<file path="src/rtl/usbmc_pkg.sv">
/*
 * Constants shared by the module-control block: register indexes and
 * byte addresses, field positions, reset values and bus response codes.
 * Assumes a 32-bit AXI4-Lite register bus with 16-bit byte addresses.
 */
package usbmc_pkg;

    // ---------------------------------------------------------------
    // Register map
    // ---------------------------------------------------------------
    localparam int unsigned ADDR_W = 16;
    localparam int unsigned DATA_W = 32;
    // Register indexes; byte address is four times the index
    localparam logic [11:0] CTRL_IDX = 12'hf65;
    localparam logic [11:0] IRQ_STAT_IDX = 12'hf66;
    localparam logic [11:0] IRQ_MASK_IDX = 12'hf67;
    localparam logic [11:0] CFG_IDX = 12'hf68;
    localparam logic [15:0] CTRL_ADDR = {2'h0, CTRL_IDX, 2'h0};
    localparam logic [15:0] IRQ_STAT_ADDR = {2'h0, IRQ_STAT_IDX, 2'h0};
    localparam logic [15:0] IRQ_MASK_ADDR = {2'h0, IRQ_MASK_IDX, 2'h0};
    localparam logic [15:0] CFG_ADDR = {2'h0, CFG_IDX, 2'h0};

    // ---------------------------------------------------------------
    // Control register fields
    // ---------------------------------------------------------------
    localparam int unsigned SUSP_BIT = 1;
    localparam int unsigned RESUME_BIT = 2;
    localparam int unsigned EN_BIT = 3;
    localparam int unsigned PACKET_TRANSFER_DISABLE_BIT = 4;
    localparam int unsigned SE0_BIT = 5;
    localparam int unsigned PPRST_BIT = 6;

    // ---------------------------------------------------------------
    // Interrupt and configuration fields
    // ---------------------------------------------------------------
    localparam int unsigned IRQ_W = 2;
    localparam int unsigned IRQ_SETUP_BIT = 0;
    localparam int unsigned IRQ_SE0_BIT = 1;
    localparam int unsigned CFG_PULLUP_BIT = 0;
    localparam int unsigned CFG_PPB_LO = 1;
    localparam int unsigned CFG_W = 3;
    localparam logic [1:0] PPB_OFF = 2'h0;

    // ---------------------------------------------------------------
    // Reset values and bus answers
    // ---------------------------------------------------------------
    localparam logic [CFG_W-1:0] CFG_RST = 3'h0;
    localparam logic [IRQ_W-1:0] IRQ_RST = 2'h0;
    localparam logic [1:0] RESP_OKAY = 2'h0;
    localparam logic [1:0] RESP_SLVERR = 2'h2;

endpackage

</file>
<file path="src/rtl/usbmc_top.sv">
/*
 * Module-control logic of a USB device serial interface engine:
 * enable/soft attach, ping-pong pointer reset, live SE0 flag, packet
 * transfer disable, resume signalling, suspend and interrupt status.
 * Assumes one 40 MHz clock, firmware on AXI4-Lite, and that the engine
 * pulses setup_token for one aclk cycle per received SETUP token.
 */
// The AXI4-Lite slave port was decided locally.
// Functional notes
// - Control bit 5 reads 1 while SE0 is present on the bus.
// - Setting enable (bit 3) starts engine, clears ping-pong indicators.
// - Enable switches on the pull-ups when their own enable is set.
// - With enable clear, all other bits are ignored; module detached.
// - Bit 6 set holds all ping-pong pointers on even bank until cleared.
// - Bit 6 has no effect when ping-pong buffering is off.
// - A SETUP token sets the transfer-disable flag, bit 4, halting packets.
// - Software may clear the transfer-disable flag but never set it.
// - Pending descriptor events stay reported while packets are halted.
// - Bit 2 set drives resume signalling; clearing it stops it.
// - Suspend (bit 1) enters power-conserve and stops the engine clock.
// - While suspended, stay attached with transceiver outputs idle; xcvr_idle drops while resume (bit 2) is also set.
// - Bits 7 and 0 read 0; writable bits and flag reset to 0.
`timescale 1ns/1ps
`default_nettype none

module usbmc_top
(
    input wire logic aclk,
    input wire logic aresetn,
    input wire logic [15:0] s_axi_awaddr,
    input wire logic s_axi_awvalid,
    output logic s_axi_awready,
    input wire logic [31:0] s_axi_wdata,
    input wire logic [3:0] s_axi_wstrb,
    input wire logic s_axi_wvalid,
    output logic s_axi_wready,
    output logic [1:0] s_axi_bresp,
    output logic s_axi_bvalid,
    input wire logic s_axi_bready,
    input wire logic [15:0] s_axi_araddr,
    input wire logic s_axi_arvalid,
    output logic s_axi_arready,
    output logic [31:0] s_axi_rdata,
    output logic [1:0] s_axi_rresp,
    output logic s_axi_rvalid,
    input wire logic s_axi_rready,
    input wire logic se0_line,
    input wire logic setup_token,
    output logic engine_enable,
    output logic pullup_on,
    output logic bd_pingpong_indicator_clear,
    output logic pp_hold_even,
    output logic pkt_halt,
    output logic stat_fifo_retain,
    output logic resume_drive,
    output logic engine_clk_run,
    output logic xcvr_idle,
    output logic irq
);

    logic wr_en;
    logic [15:0] wr_addr;
    logic [31:0] wr_data;
    logic [3:0] wr_strb;
    logic wr_ok;
    logic [15:0] rd_addr;
    logic [31:0] rd_word;
    logic rd_ok;
    logic se0_s;
    logic se0_prev_q;
    logic en_q, en_d, susp_q, susp_d, resume_q, resume_d;
    logic pprst_q, pprst_d, packet_transfer_disable_q, packet_transfer_disable_d;
    logic [usbmc_pkg::CFG_W-1:0] cfg_q, cfg_d;
    logic [usbmc_pkg::IRQ_W-1:0] stat_q, stat_d, mask_q, mask_d, evt;
    logic pullup_q, pullup_d, ppclr_q, ppclr_d, pphold_q, pphold_d;
    logic halt_q, halt_d, retain_q, retain_d, resdrv_q, resdrv_d;
    logic clkrun_q, clkrun_d, idle_q, idle_d, irq_q, irq_d;
    logic ctrl_wr, stat_wr, mask_wr, cfg_wr;

    // Address decoding shared by the write and read paths
    function automatic logic hit(input logic [15:0] a,
                                 input logic [15:0] reg_addr);
        hit = (a == reg_addr);
    endfunction

    function automatic logic mapped(input logic [15:0] a);
        mapped = hit(a, usbmc_pkg::CTRL_ADDR)
               || hit(a, usbmc_pkg::IRQ_STAT_ADDR)
               || hit(a, usbmc_pkg::IRQ_MASK_ADDR)
               || hit(a, usbmc_pkg::CFG_ADDR);
    endfunction

    // ---------------------------------------------------------------
    // Bus front end and pin synchroniser
    // ---------------------------------------------------------------
    usbmc_axil u_axil
    (
        .aclk(aclk),
        .aresetn(aresetn),
        .s_axi_awaddr(s_axi_awaddr),
        .s_axi_awvalid(s_axi_awvalid),
        .s_axi_awready(s_axi_awready),
        .s_axi_wdata(s_axi_wdata),
        .s_axi_wstrb(s_axi_wstrb),
        .s_axi_wvalid(s_axi_wvalid),
        .s_axi_wready(s_axi_wready),
        .s_axi_bresp(s_axi_bresp),
        .s_axi_bvalid(s_axi_bvalid),
        .s_axi_bready(s_axi_bready),
        .s_axi_araddr(s_axi_araddr),
        .s_axi_arvalid(s_axi_arvalid),
        .s_axi_arready(s_axi_arready),
        .s_axi_rdata(s_axi_rdata),
        .s_axi_rresp(s_axi_rresp),
        .s_axi_rvalid(s_axi_rvalid),
        .s_axi_rready(s_axi_rready),
        .wr_en(wr_en),
        .wr_addr(wr_addr),
        .wr_data(wr_data),
        .wr_strb(wr_strb),
        .wr_ok(wr_ok),
        .rd_addr(rd_addr),
        .rd_word(rd_word),
        .rd_ok(rd_ok)
    );

    // Bus lines are asynchronous to aclk; never read them raw
    usbmc_sync u_se0_sync
    (
        .aclk(aclk),
        .aresetn(aresetn),
        .async_in(se0_line),
        .sync_out(se0_s)
    );

    // ---------------------------------------------------------------
    // Register access decode
    // ---------------------------------------------------------------
    // Only byte lane 0 carries implemented bits
    assign wr_ok = mapped(wr_addr);
    assign rd_ok = mapped(rd_addr);
    assign ctrl_wr = wr_en && hit(wr_addr, usbmc_pkg::CTRL_ADDR) && wr_strb[0];
    assign stat_wr = wr_en && hit(wr_addr, usbmc_pkg::IRQ_STAT_ADDR)
                     && wr_strb[0];
    assign mask_wr = wr_en && hit(wr_addr, usbmc_pkg::IRQ_MASK_ADDR)
                     && wr_strb[0];
    assign cfg_wr = wr_en && hit(wr_addr, usbmc_pkg::CFG_ADDR) && wr_strb[0];

    // Read mux; unimplemented bits and upper lanes read zero
    always_comb
    begin
        rd_word = 32'h0000_0000;
        if (hit(rd_addr, usbmc_pkg::CTRL_ADDR))
        begin
            rd_word[usbmc_pkg::PPRST_BIT] = pprst_q;
            rd_word[usbmc_pkg::SE0_BIT] = se0_s;
            rd_word[usbmc_pkg::PACKET_TRANSFER_DISABLE_BIT] = packet_transfer_disable_q;
            rd_word[usbmc_pkg::EN_BIT] = en_q;
            rd_word[usbmc_pkg::RESUME_BIT] = resume_q;
            rd_word[usbmc_pkg::SUSP_BIT] = susp_q; // 7 and 0 stay 0
        end
        else if (hit(rd_addr, usbmc_pkg::IRQ_STAT_ADDR))
            rd_word[usbmc_pkg::IRQ_W-1:0] = stat_q;
        else if (hit(rd_addr, usbmc_pkg::IRQ_MASK_ADDR))
            rd_word[usbmc_pkg::IRQ_W-1:0] = mask_q;
        else if (hit(rd_addr, usbmc_pkg::CFG_ADDR))
            rd_word[usbmc_pkg::CFG_W-1:0] = cfg_q;
    end

    // ---------------------------------------------------------------
    // Control, status and derived outputs
    // ---------------------------------------------------------------
    // Hardware set beats software clear on every sticky flag
    always_comb
    begin
        en_d = en_q;
        susp_d = susp_q;
        resume_d = resume_q;
        pprst_d = pprst_q;
        packet_transfer_disable_d = packet_transfer_disable_q;
        cfg_d = cfg_q;
        mask_d = mask_q;
        stat_d = stat_q;
        if (ctrl_wr)
        begin
            en_d = wr_data[usbmc_pkg::EN_BIT];
            susp_d = wr_data[usbmc_pkg::SUSP_BIT];
            resume_d = wr_data[usbmc_pkg::RESUME_BIT];
            pprst_d = wr_data[usbmc_pkg::PPRST_BIT]; // Held until cleared
            if (!wr_data[usbmc_pkg::PACKET_TRANSFER_DISABLE_BIT])
                packet_transfer_disable_d = 1'b0; // Writing one never sets it
        end
        if (setup_token && en_q)
            packet_transfer_disable_d = 1'b1;
        if (cfg_wr)
            cfg_d = wr_data[usbmc_pkg::CFG_W-1:0];
        if (mask_wr)
            mask_d = wr_data[usbmc_pkg::IRQ_W-1:0];
        evt = '0;
        evt[usbmc_pkg::IRQ_SETUP_BIT] = setup_token && en_q;
        evt[usbmc_pkg::IRQ_SE0_BIT] = se0_s && !se0_prev_q && en_q;
        if (stat_wr)
            stat_d = stat_d & ~wr_data[usbmc_pkg::IRQ_W-1:0];
        stat_d = stat_d | evt;
        // Every effect but irq is gated by enable, so a disabled module drives only irq
        pullup_d = en_d && cfg_d[usbmc_pkg::CFG_PULLUP_BIT];
        ppclr_d = en_d && !en_q; // One pulse on enable rising
        pphold_d = en_d && pprst_d
                   && (cfg_d[usbmc_pkg::CFG_PPB_LO +: 2]
                       != usbmc_pkg::PPB_OFF);
        halt_d = en_d && packet_transfer_disable_d;
        retain_d = en_d && packet_transfer_disable_d; // Status FIFO is not flushed
        resdrv_d = en_d && resume_d;
        clkrun_d = en_d && !susp_d;
        idle_d = en_d && susp_d && !resume_d; // Attached, drivers idle
        irq_d = |(stat_d & mask_d);
    end

    // Register stage; every engine-side top output comes straight from these flops
    always_ff @(posedge aclk)
    begin
        if (!aresetn)
        begin
            en_q <= 1'b0;
            susp_q <= 1'b0;
            resume_q <= 1'b0;
            pprst_q <= 1'b0;
            packet_transfer_disable_q <= 1'b0;
            cfg_q <= usbmc_pkg::CFG_RST;
            mask_q <= usbmc_pkg::IRQ_RST;
            stat_q <= usbmc_pkg::IRQ_RST;
            se0_prev_q <= 1'b0;
            pullup_q <= 1'b0;
            ppclr_q <= 1'b0;
            pphold_q <= 1'b0;
            halt_q <= 1'b0;
            retain_q <= 1'b0;
            resdrv_q <= 1'b0;
            clkrun_q <= 1'b0;
            idle_q <= 1'b0;
            irq_q <= 1'b0;
        end
        else
        begin
            en_q <= en_d;
            susp_q <= susp_d;
            resume_q <= resume_d;
            pprst_q <= pprst_d;
            packet_transfer_disable_q <= packet_transfer_disable_d;
            cfg_q <= cfg_d;
            mask_q <= mask_d;
            stat_q <= stat_d;
            se0_prev_q <= se0_s;
            pullup_q <= pullup_d;
            ppclr_q <= ppclr_d;
            pphold_q <= pphold_d;
            halt_q <= halt_d;
            retain_q <= retain_d;
            resdrv_q <= resdrv_d;
            clkrun_q <= clkrun_d;
            idle_q <= idle_d;
            irq_q <= irq_d;
        end
    end

    assign engine_enable = en_q;
    assign pullup_on = pullup_q;
    assign bd_pingpong_indicator_clear = ppclr_q;
    assign pp_hold_even = pphold_q;
    assign pkt_halt = halt_q;
    assign stat_fifo_retain = retain_q;
    assign resume_drive = resdrv_q;
    assign engine_clk_run = clkrun_q;
    assign xcvr_idle = idle_q;
    assign irq = irq_q;
endmodule

`default_nettype wire

</file>
<file path="src/rtl/usbmc_sync.sv">
/*
 * Two-flop synchroniser for one asynchronous level.
 * Assumes the input is quasi-static relative to aclk.
 */
`timescale 1ns/1ps
`default_nettype none

module usbmc_sync
(
    input wire logic aclk,
    input wire logic aresetn,
    input wire logic async_in,
    output logic sync_out
);

    logic meta_q;
    logic sync_q;

    // ---------------------------------------------------------------
    // Synchroniser chain
    // ---------------------------------------------------------------
    // First stage feeds only the second stage
    always_ff @(posedge aclk)
    begin
        if (!aresetn)
        begin
            meta_q <= 1'b0;
            sync_q <= 1'b0;
        end
        else
        begin
            meta_q <= async_in;
            sync_q <= meta_q;
        end
    end

    assign sync_out = sync_q;

endmodule

`default_nettype wire

</file>
<file path="src/rtl/usbmc_axil.sv">
/*
 * AXI4-Lite slave front end: one write and one read in flight at most.
 * Assumes the parent decodes wr_addr/rd_addr and returns validity and
 * read data combinationally from its own registers.
 */
`timescale 1ns/1ps
`default_nettype none

module usbmc_axil
(
    input wire logic aclk,
    input wire logic aresetn,
    input wire logic [15:0] s_axi_awaddr,
    input wire logic s_axi_awvalid,
    output logic s_axi_awready,
    input wire logic [31:0] s_axi_wdata,
    input wire logic [3:0] s_axi_wstrb,
    input wire logic s_axi_wvalid,
    output logic s_axi_wready,
    output logic [1:0] s_axi_bresp,
    output logic s_axi_bvalid,
    input wire logic s_axi_bready,
    input wire logic [15:0] s_axi_araddr,
    input wire logic s_axi_arvalid,
    output logic s_axi_arready,
    output logic [31:0] s_axi_rdata,
    output logic [1:0] s_axi_rresp,
    output logic s_axi_rvalid,
    input wire logic s_axi_rready,
    output logic wr_en,
    output logic [15:0] wr_addr,
    output logic [31:0] wr_data,
    output logic [3:0] wr_strb,
    input wire logic wr_ok,
    output logic [15:0] rd_addr,
    input wire logic [31:0] rd_word,
    input wire logic rd_ok
);

    logic aw_have_q, aw_have_d, w_have_q, w_have_d;
    logic awready_q, awready_d, wready_q, wready_d;
    logic bvalid_q, bvalid_d;
    logic [1:0] bresp_q, bresp_d, rresp_q, rresp_d;
    logic [15:0] awaddr_q, awaddr_d, araddr_q, araddr_d;
    logic [31:0] wdata_q, wdata_d, rdata_q, rdata_d;
    logic [3:0] wstrb_q, wstrb_d;
    logic arready_q, arready_d, rpend_q, rpend_d, rvalid_q, rvalid_d;

    // ---------------------------------------------------------------
    // Next-state logic
    // ---------------------------------------------------------------
    // Address and data are latched independently, in either order
    always_comb
    begin
        aw_have_d = aw_have_q;
        w_have_d = w_have_q;
        awaddr_d = awaddr_q;
        wdata_d = wdata_q;
        wstrb_d = wstrb_q;
        bvalid_d = bvalid_q;
        bresp_d = bresp_q;
        wr_en = aw_have_q && w_have_q && !bvalid_q;
        if (s_axi_awvalid && awready_q)
        begin
            aw_have_d = 1'b1;
            awaddr_d = s_axi_awaddr;
        end
        if (s_axi_wvalid && wready_q)
        begin
            w_have_d = 1'b1;
            wdata_d = s_axi_wdata;
            wstrb_d = s_axi_wstrb;
        end
        if (wr_en)
        begin
            aw_have_d = 1'b0;
            w_have_d = 1'b0;
            bvalid_d = 1'b1;
            bresp_d = wr_ok ? usbmc_pkg::RESP_OKAY : usbmc_pkg::RESP_SLVERR;
        end
        if (bvalid_q && s_axi_bready)
            bvalid_d = 1'b0;
        // Ready drops while a response is pending, no second write
        awready_d = !aw_have_d && !bvalid_d;
        wready_d = !w_have_d && !bvalid_d;
        // Read: address cycle, one decode cycle, then answer
        arready_d = arready_q;
        araddr_d = araddr_q;
        rpend_d = 1'b0;
        rvalid_d = rvalid_q;
        rdata_d = rdata_q;
        rresp_d = rresp_q;
        if (s_axi_arvalid && arready_q)
        begin
            arready_d = 1'b0;
            araddr_d = s_axi_araddr;
            rpend_d = 1'b1;
        end
        if (rpend_q)
        begin
            rvalid_d = 1'b1;
            rdata_d = rd_ok ? rd_word : 32'h0000_0000;
            rresp_d = rd_ok ? usbmc_pkg::RESP_OKAY : usbmc_pkg::RESP_SLVERR;
        end
        if (rvalid_q && s_axi_rready)
        begin
            rvalid_d = 1'b0;
            arready_d = 1'b1;
        end
    end

    // ---------------------------------------------------------------
    // State registers
    // ---------------------------------------------------------------
    always_ff @(posedge aclk)
    begin
        if (!aresetn)
        begin
            aw_have_q <= 1'b0;
            w_have_q <= 1'b0;
            awready_q <= 1'b1;
            wready_q <= 1'b1;
            bvalid_q <= 1'b0;
            bresp_q <= 2'h0;
            awaddr_q <= 16'h0000;
            wdata_q <= 32'h0000_0000;
            wstrb_q <= 4'h0;
            arready_q <= 1'b1;
            araddr_q <= 16'h0000;
            rpend_q <= 1'b0;
            rvalid_q <= 1'b0;
            rdata_q <= 32'h0000_0000;
            rresp_q <= 2'h0;
        end
        else
        begin
            aw_have_q <= aw_have_d;
            w_have_q <= w_have_d;
            awready_q <= awready_d;
            wready_q <= wready_d;
            bvalid_q <= bvalid_d;
            bresp_q <= bresp_d;
            awaddr_q <= awaddr_d;
            wdata_q <= wdata_d;
            wstrb_q <= wstrb_d;
            arready_q <= arready_d;
            araddr_q <= araddr_d;
            rpend_q <= rpend_d;
            rvalid_q <= rvalid_d;
            rdata_q <= rdata_d;
            rresp_q <= rresp_d;
        end
    end

    assign s_axi_awready = awready_q;
    assign s_axi_wready = wready_q;
    assign s_axi_bvalid = bvalid_q;
    assign s_axi_bresp = bresp_q;
    assign s_axi_arready = arready_q;
    assign s_axi_rvalid = rvalid_q;
    assign s_axi_rdata = rdata_q;
    assign s_axi_rresp = rresp_q;
    assign wr_addr = awaddr_q;
    assign wr_data = wdata_q;
    assign wr_strb = wstrb_q;
    assign rd_addr = araddr_q;

endmodule

`default_nettype wire

</file>
<file path="config.mk">
export PLATFORM = sky130hd
export DESIGN_NAME = usbmc_top
export DESIGN_NICKNAME = d
export VERILOG_FILES = /design/src/rtl/usbmc_pkg.sv /design/src/rtl/usbmc_top.sv /design/src/rtl/usbmc_sync.sv /design/src/rtl/usbmc_axil.sv
export SDC_FILE = /design/constraint.sdc
export NUM_CORES = 1
export LEC_CHECK = 0
export ABC_AREA = 1
export ABC_CLOCK_PERIOD_IN_PS = 2000
export BUFFER_PORTS_ARGS = -buffer_cell sky130_fd_sc_hd__buf_4
export CAP_MARGIN = 15
export CORE_AREA = 2 2 104 106
export CTS_CLUSTER_DIAMETER = 40
export CTS_CLUSTER_SIZE = 28
export DETAILED_ROUTE_END_ITERATION = 8
export DIE_AREA = 0 0 106 108
export GPL_TIMING_DRIVEN = 0
export PLACE_DENSITY = 0.76
export SLEW_MARGIN = 15
export SYNTH_ARGS = -nofsm -noshare
export SYNTH_HDL_FRONTEND = slang
export SYNTH_HIERARCHICAL = 1
export SYNTH_SLANG_ARGS = --single-unit
</file>
<file path="constraint.sdc">
create_clock -name aclk -period 2 [get_ports aclk]
set_input_delay 0.2 -clock aclk [delete_from_list [all_inputs] [get_ports aclk]]
set_output_delay 0.2 -clock aclk [all_outputs]
set_load 0.005 [all_outputs]
</file>
==> flow_metrics.env <==
export IMPL_synthesis_area_um2=4156
export IMPL_grtUsageTotal=0.1630
export IMPL_drv_slew=0
export IMPL_path_max_fanout=10
export IMPL_yosys_warnings=6
export IMPL_port_buffers=96
export IMPL_holdBufCountCts=0
export IMPL_hold_depth=3
export IMPL_antenna_found_initial=0
export IMPL_tritoncts="built"
export IMPL_r2r_slack_ns=0.24
export IMPL_r2r_start="u_axil/rd_addr[15]$_SDFFE_PN0P_"
export IMPL_die_w_um=106
export IMPL_hp_class="in -> reg"
export IMPL_vias=3730
export IMPL_grt_overflow_total=0
export IMPL_power_density_nw_per_um2=748.0
export IMPL_antenna_cells=0
export IMPL_placementRows=37
export IMPL_setup_viol=0
export IMPL_nNetsFinal=762
export IMPL_drt_iter0_drc=101
export IMPL_routabilityCongestion=0.7888
export IMPL_fp_dieH_um=108
export IMPL_rsz0062_at_grt="no"
export IMPL_hp_start="se0_line"
export IMPL_fillers=1001
export IMPL_power_total_mw=3.997
export IMPL_drive_gt1_frac=0.2351
export IMPL_path_clk_slew_ns=0.09
export IMPL_crit_path_end_kind="register"
export IMPL_cp_required_ns=2.30
export IMPL_synth_cells=553
export IMPL_initial_utilization=0.4063
export IMPL_wl_per_cell_um=10.92
export IMPL_viasPerCell=4.521
export IMPL_timing_setup_tns_ns=0
export IMPL_arrival_ns=2.05
export IMPL_io_pins=128
export IMPL_placement_cell_area_um2=5141
export IMPL_hold_viol=0
export IMPL_h_tree_depth=3
export IMPL_dp_hpwl_um=6972
export IMPL_clock_latency_ns=0.36
export IMPL_area_growth_pct=28.57
export IMPL_final_setup_skew_ns=0.01003
export IMPL_status="completed"
export IMPL_crit_type="reg -> reg"
export IMPL_cts_buffers=9
export IMPL_grt_max_degree=16
export IMPL_ant_nets=0
export IMPL_grt_pass1_wl_um=14820
export IMPL_startpoint_type="register"
export IMPL_dr_pass1_iters=4
export IMPL_final_period_utilization=0.8779
export IMPL_syn_avg_cell_area_um2=7.516
export IMPL_p_leak_nw=2.435
export IMPL_clock_path_buffers=2
export IMPL_drc=0
export IMPL_max_freq_mhz=569.6
export IMPL_routed_wl_um=9005
export IMPL_regToRegEndpoint="u_axil/s_axi_rdata[6]$_SDFFE_PN0P_"
export IMPL_grt_pass1_vias=3336
export IMPL_die_area_um2=11450
export IMPL_fin_crit_ns=1.756
export IMPL_core_area_um2=10230
export IMPL_final_area_um2=5344
export IMPL_cts_setup_buffers=0
export IMPL_cts_repair_resized=0
export IMPL_holdPathEnd="u_se0_sync/meta_q$_SDFF_PN0_"
export IMPL_vdd_ir_drop_max_mv=0.3216
export IMPL_cts_sinks=104
export IMPL_reg2regPathDepth=10
export IMPL_cts_root_buf="clkbuf_8"
export IMPL_max_cap_viol_count=0
## sequential cells by signal, summed over array words and instances, names as in the netlist, 2 cells and up
name	flops
mask_q	2
cfg_q	3
u_axil/wr_addr	16
stat_q	2
u_axil/rd_addr	16
u_axil/s_axi_rdata	32
u_axil/wr_data	6
## worst max-delay path: stages, from the launching register on
cell and delay, ns:
dfxtp_1 0.32, nor2_1 0.09, nand3_1 0.07, nor2_1 0.21, nand3_1 0.30, nand3_1 0.18
nand2_1 0.07, inv_2 0.13, buf_6 0.15, nand2_1 0.05, a21oi_1 0.11
## how the worst max path moves through the flow
stage | from | to | slack (ns)
final | u_axil/rd_addr[15]$_SDFFE_PN0P_ | u_axil/s_axi_rdata[6]$_SDFFE_PN0P_ | 0.24
after global routing | u_axil/rd_addr[15]$_SDFFE_PN0P_ | u_axil/s_axi_rdata[5]$_SDFFE_PN0P_ | 0.04
after CTS | u_axil/rd_addr[15]$_SDFFE_PN0P_ | u_axil/s_axi_rdata[3]$_SDFFE_PN0P_ | 0.24
after detailed placement | u_axil/rd_addr[15]$_SDFFE_PN0P_ | u_axil/s_axi_rdata[3]$_SDFFE_PN0P_ | 0.25
after global placement | u_axil/rd_addr[15]$_SDFFE_PN0P_ | u_axil/s_axi_rdata[4]$_SDFFE_PN0P_ | 0.28
after floorplan | u_axil/w_have_q$_SDFF_PN0_ | irq$_SDFF_PN0_ | 0.55
## final cells by class
type	count	area, um2	area share
flip-flops and latches	104	2082	0.3896
clock inverters	3	67.56	0.01264
repair buffers	96	720.7	0.1349
multi-input cells	399	1775	0.3322
inverters	48	187.7	0.03512
well taps	136	170.2	0.03184
plain buffers	27	205.2	0.03840
clock buffers	12	135.1	0.02529
## metrics by stage
| step | util | cells | worst slack [ns] | hold WS [ns] |
|---|---|---|---|---|
| after floorplan | - | 578 | 0.5464 | 0.2935 |
| after global placement | 0.5025 | 810 | 0.2846 | 0.4043 |
| after detailed placement | 0.5025 | 810 | 0.2548 | 0.4036 |
| after CTS | 0.5223 | 825 | 0.2352 | 0.01784 |
| after global routing | 0.5223 | 825 | 0.03562 | 0.01737 |
| final | 0.5223 | 825 | 0.2443 | 0.03762 |
## layout by cell type, fill, tap and decap left out, drive strengths merged
cell type,n
o211ai,2
o22ai,1
clkbuf,14
conb,27
nand2,126
bufinv,2
inv,48
nor3,3
buf,121
o211a,1
clkinvlp,1
o21ai,44
a21oi,41
nand3,18
nor2,123
dfxtp,104
nand4,11
nand3b,1
and2,1
## power breakdown
part	switching, mW	internal [mW]
logic	0.218	0.183
registers	0.0627	2.16
clock network	0.673	0.701
total	0.954	3.04
## routing by layer
layer | wire length [um] | up-vias | GRT usage | part of all wire
met4 | 151 | 0 | 0.06297 | 0.017
met5 | 0 | - | 0 | 0
met1 | 4211 | 1656 | 0.2044 | 0.47
li1 | - | 1972 | - | -
met3 | 487 | 10 | 0.04039 | 0.054
met2 | 4154 | 92 | 0.2719 | 0.46
Note: power is estimated with default switching activity, not from simulation.
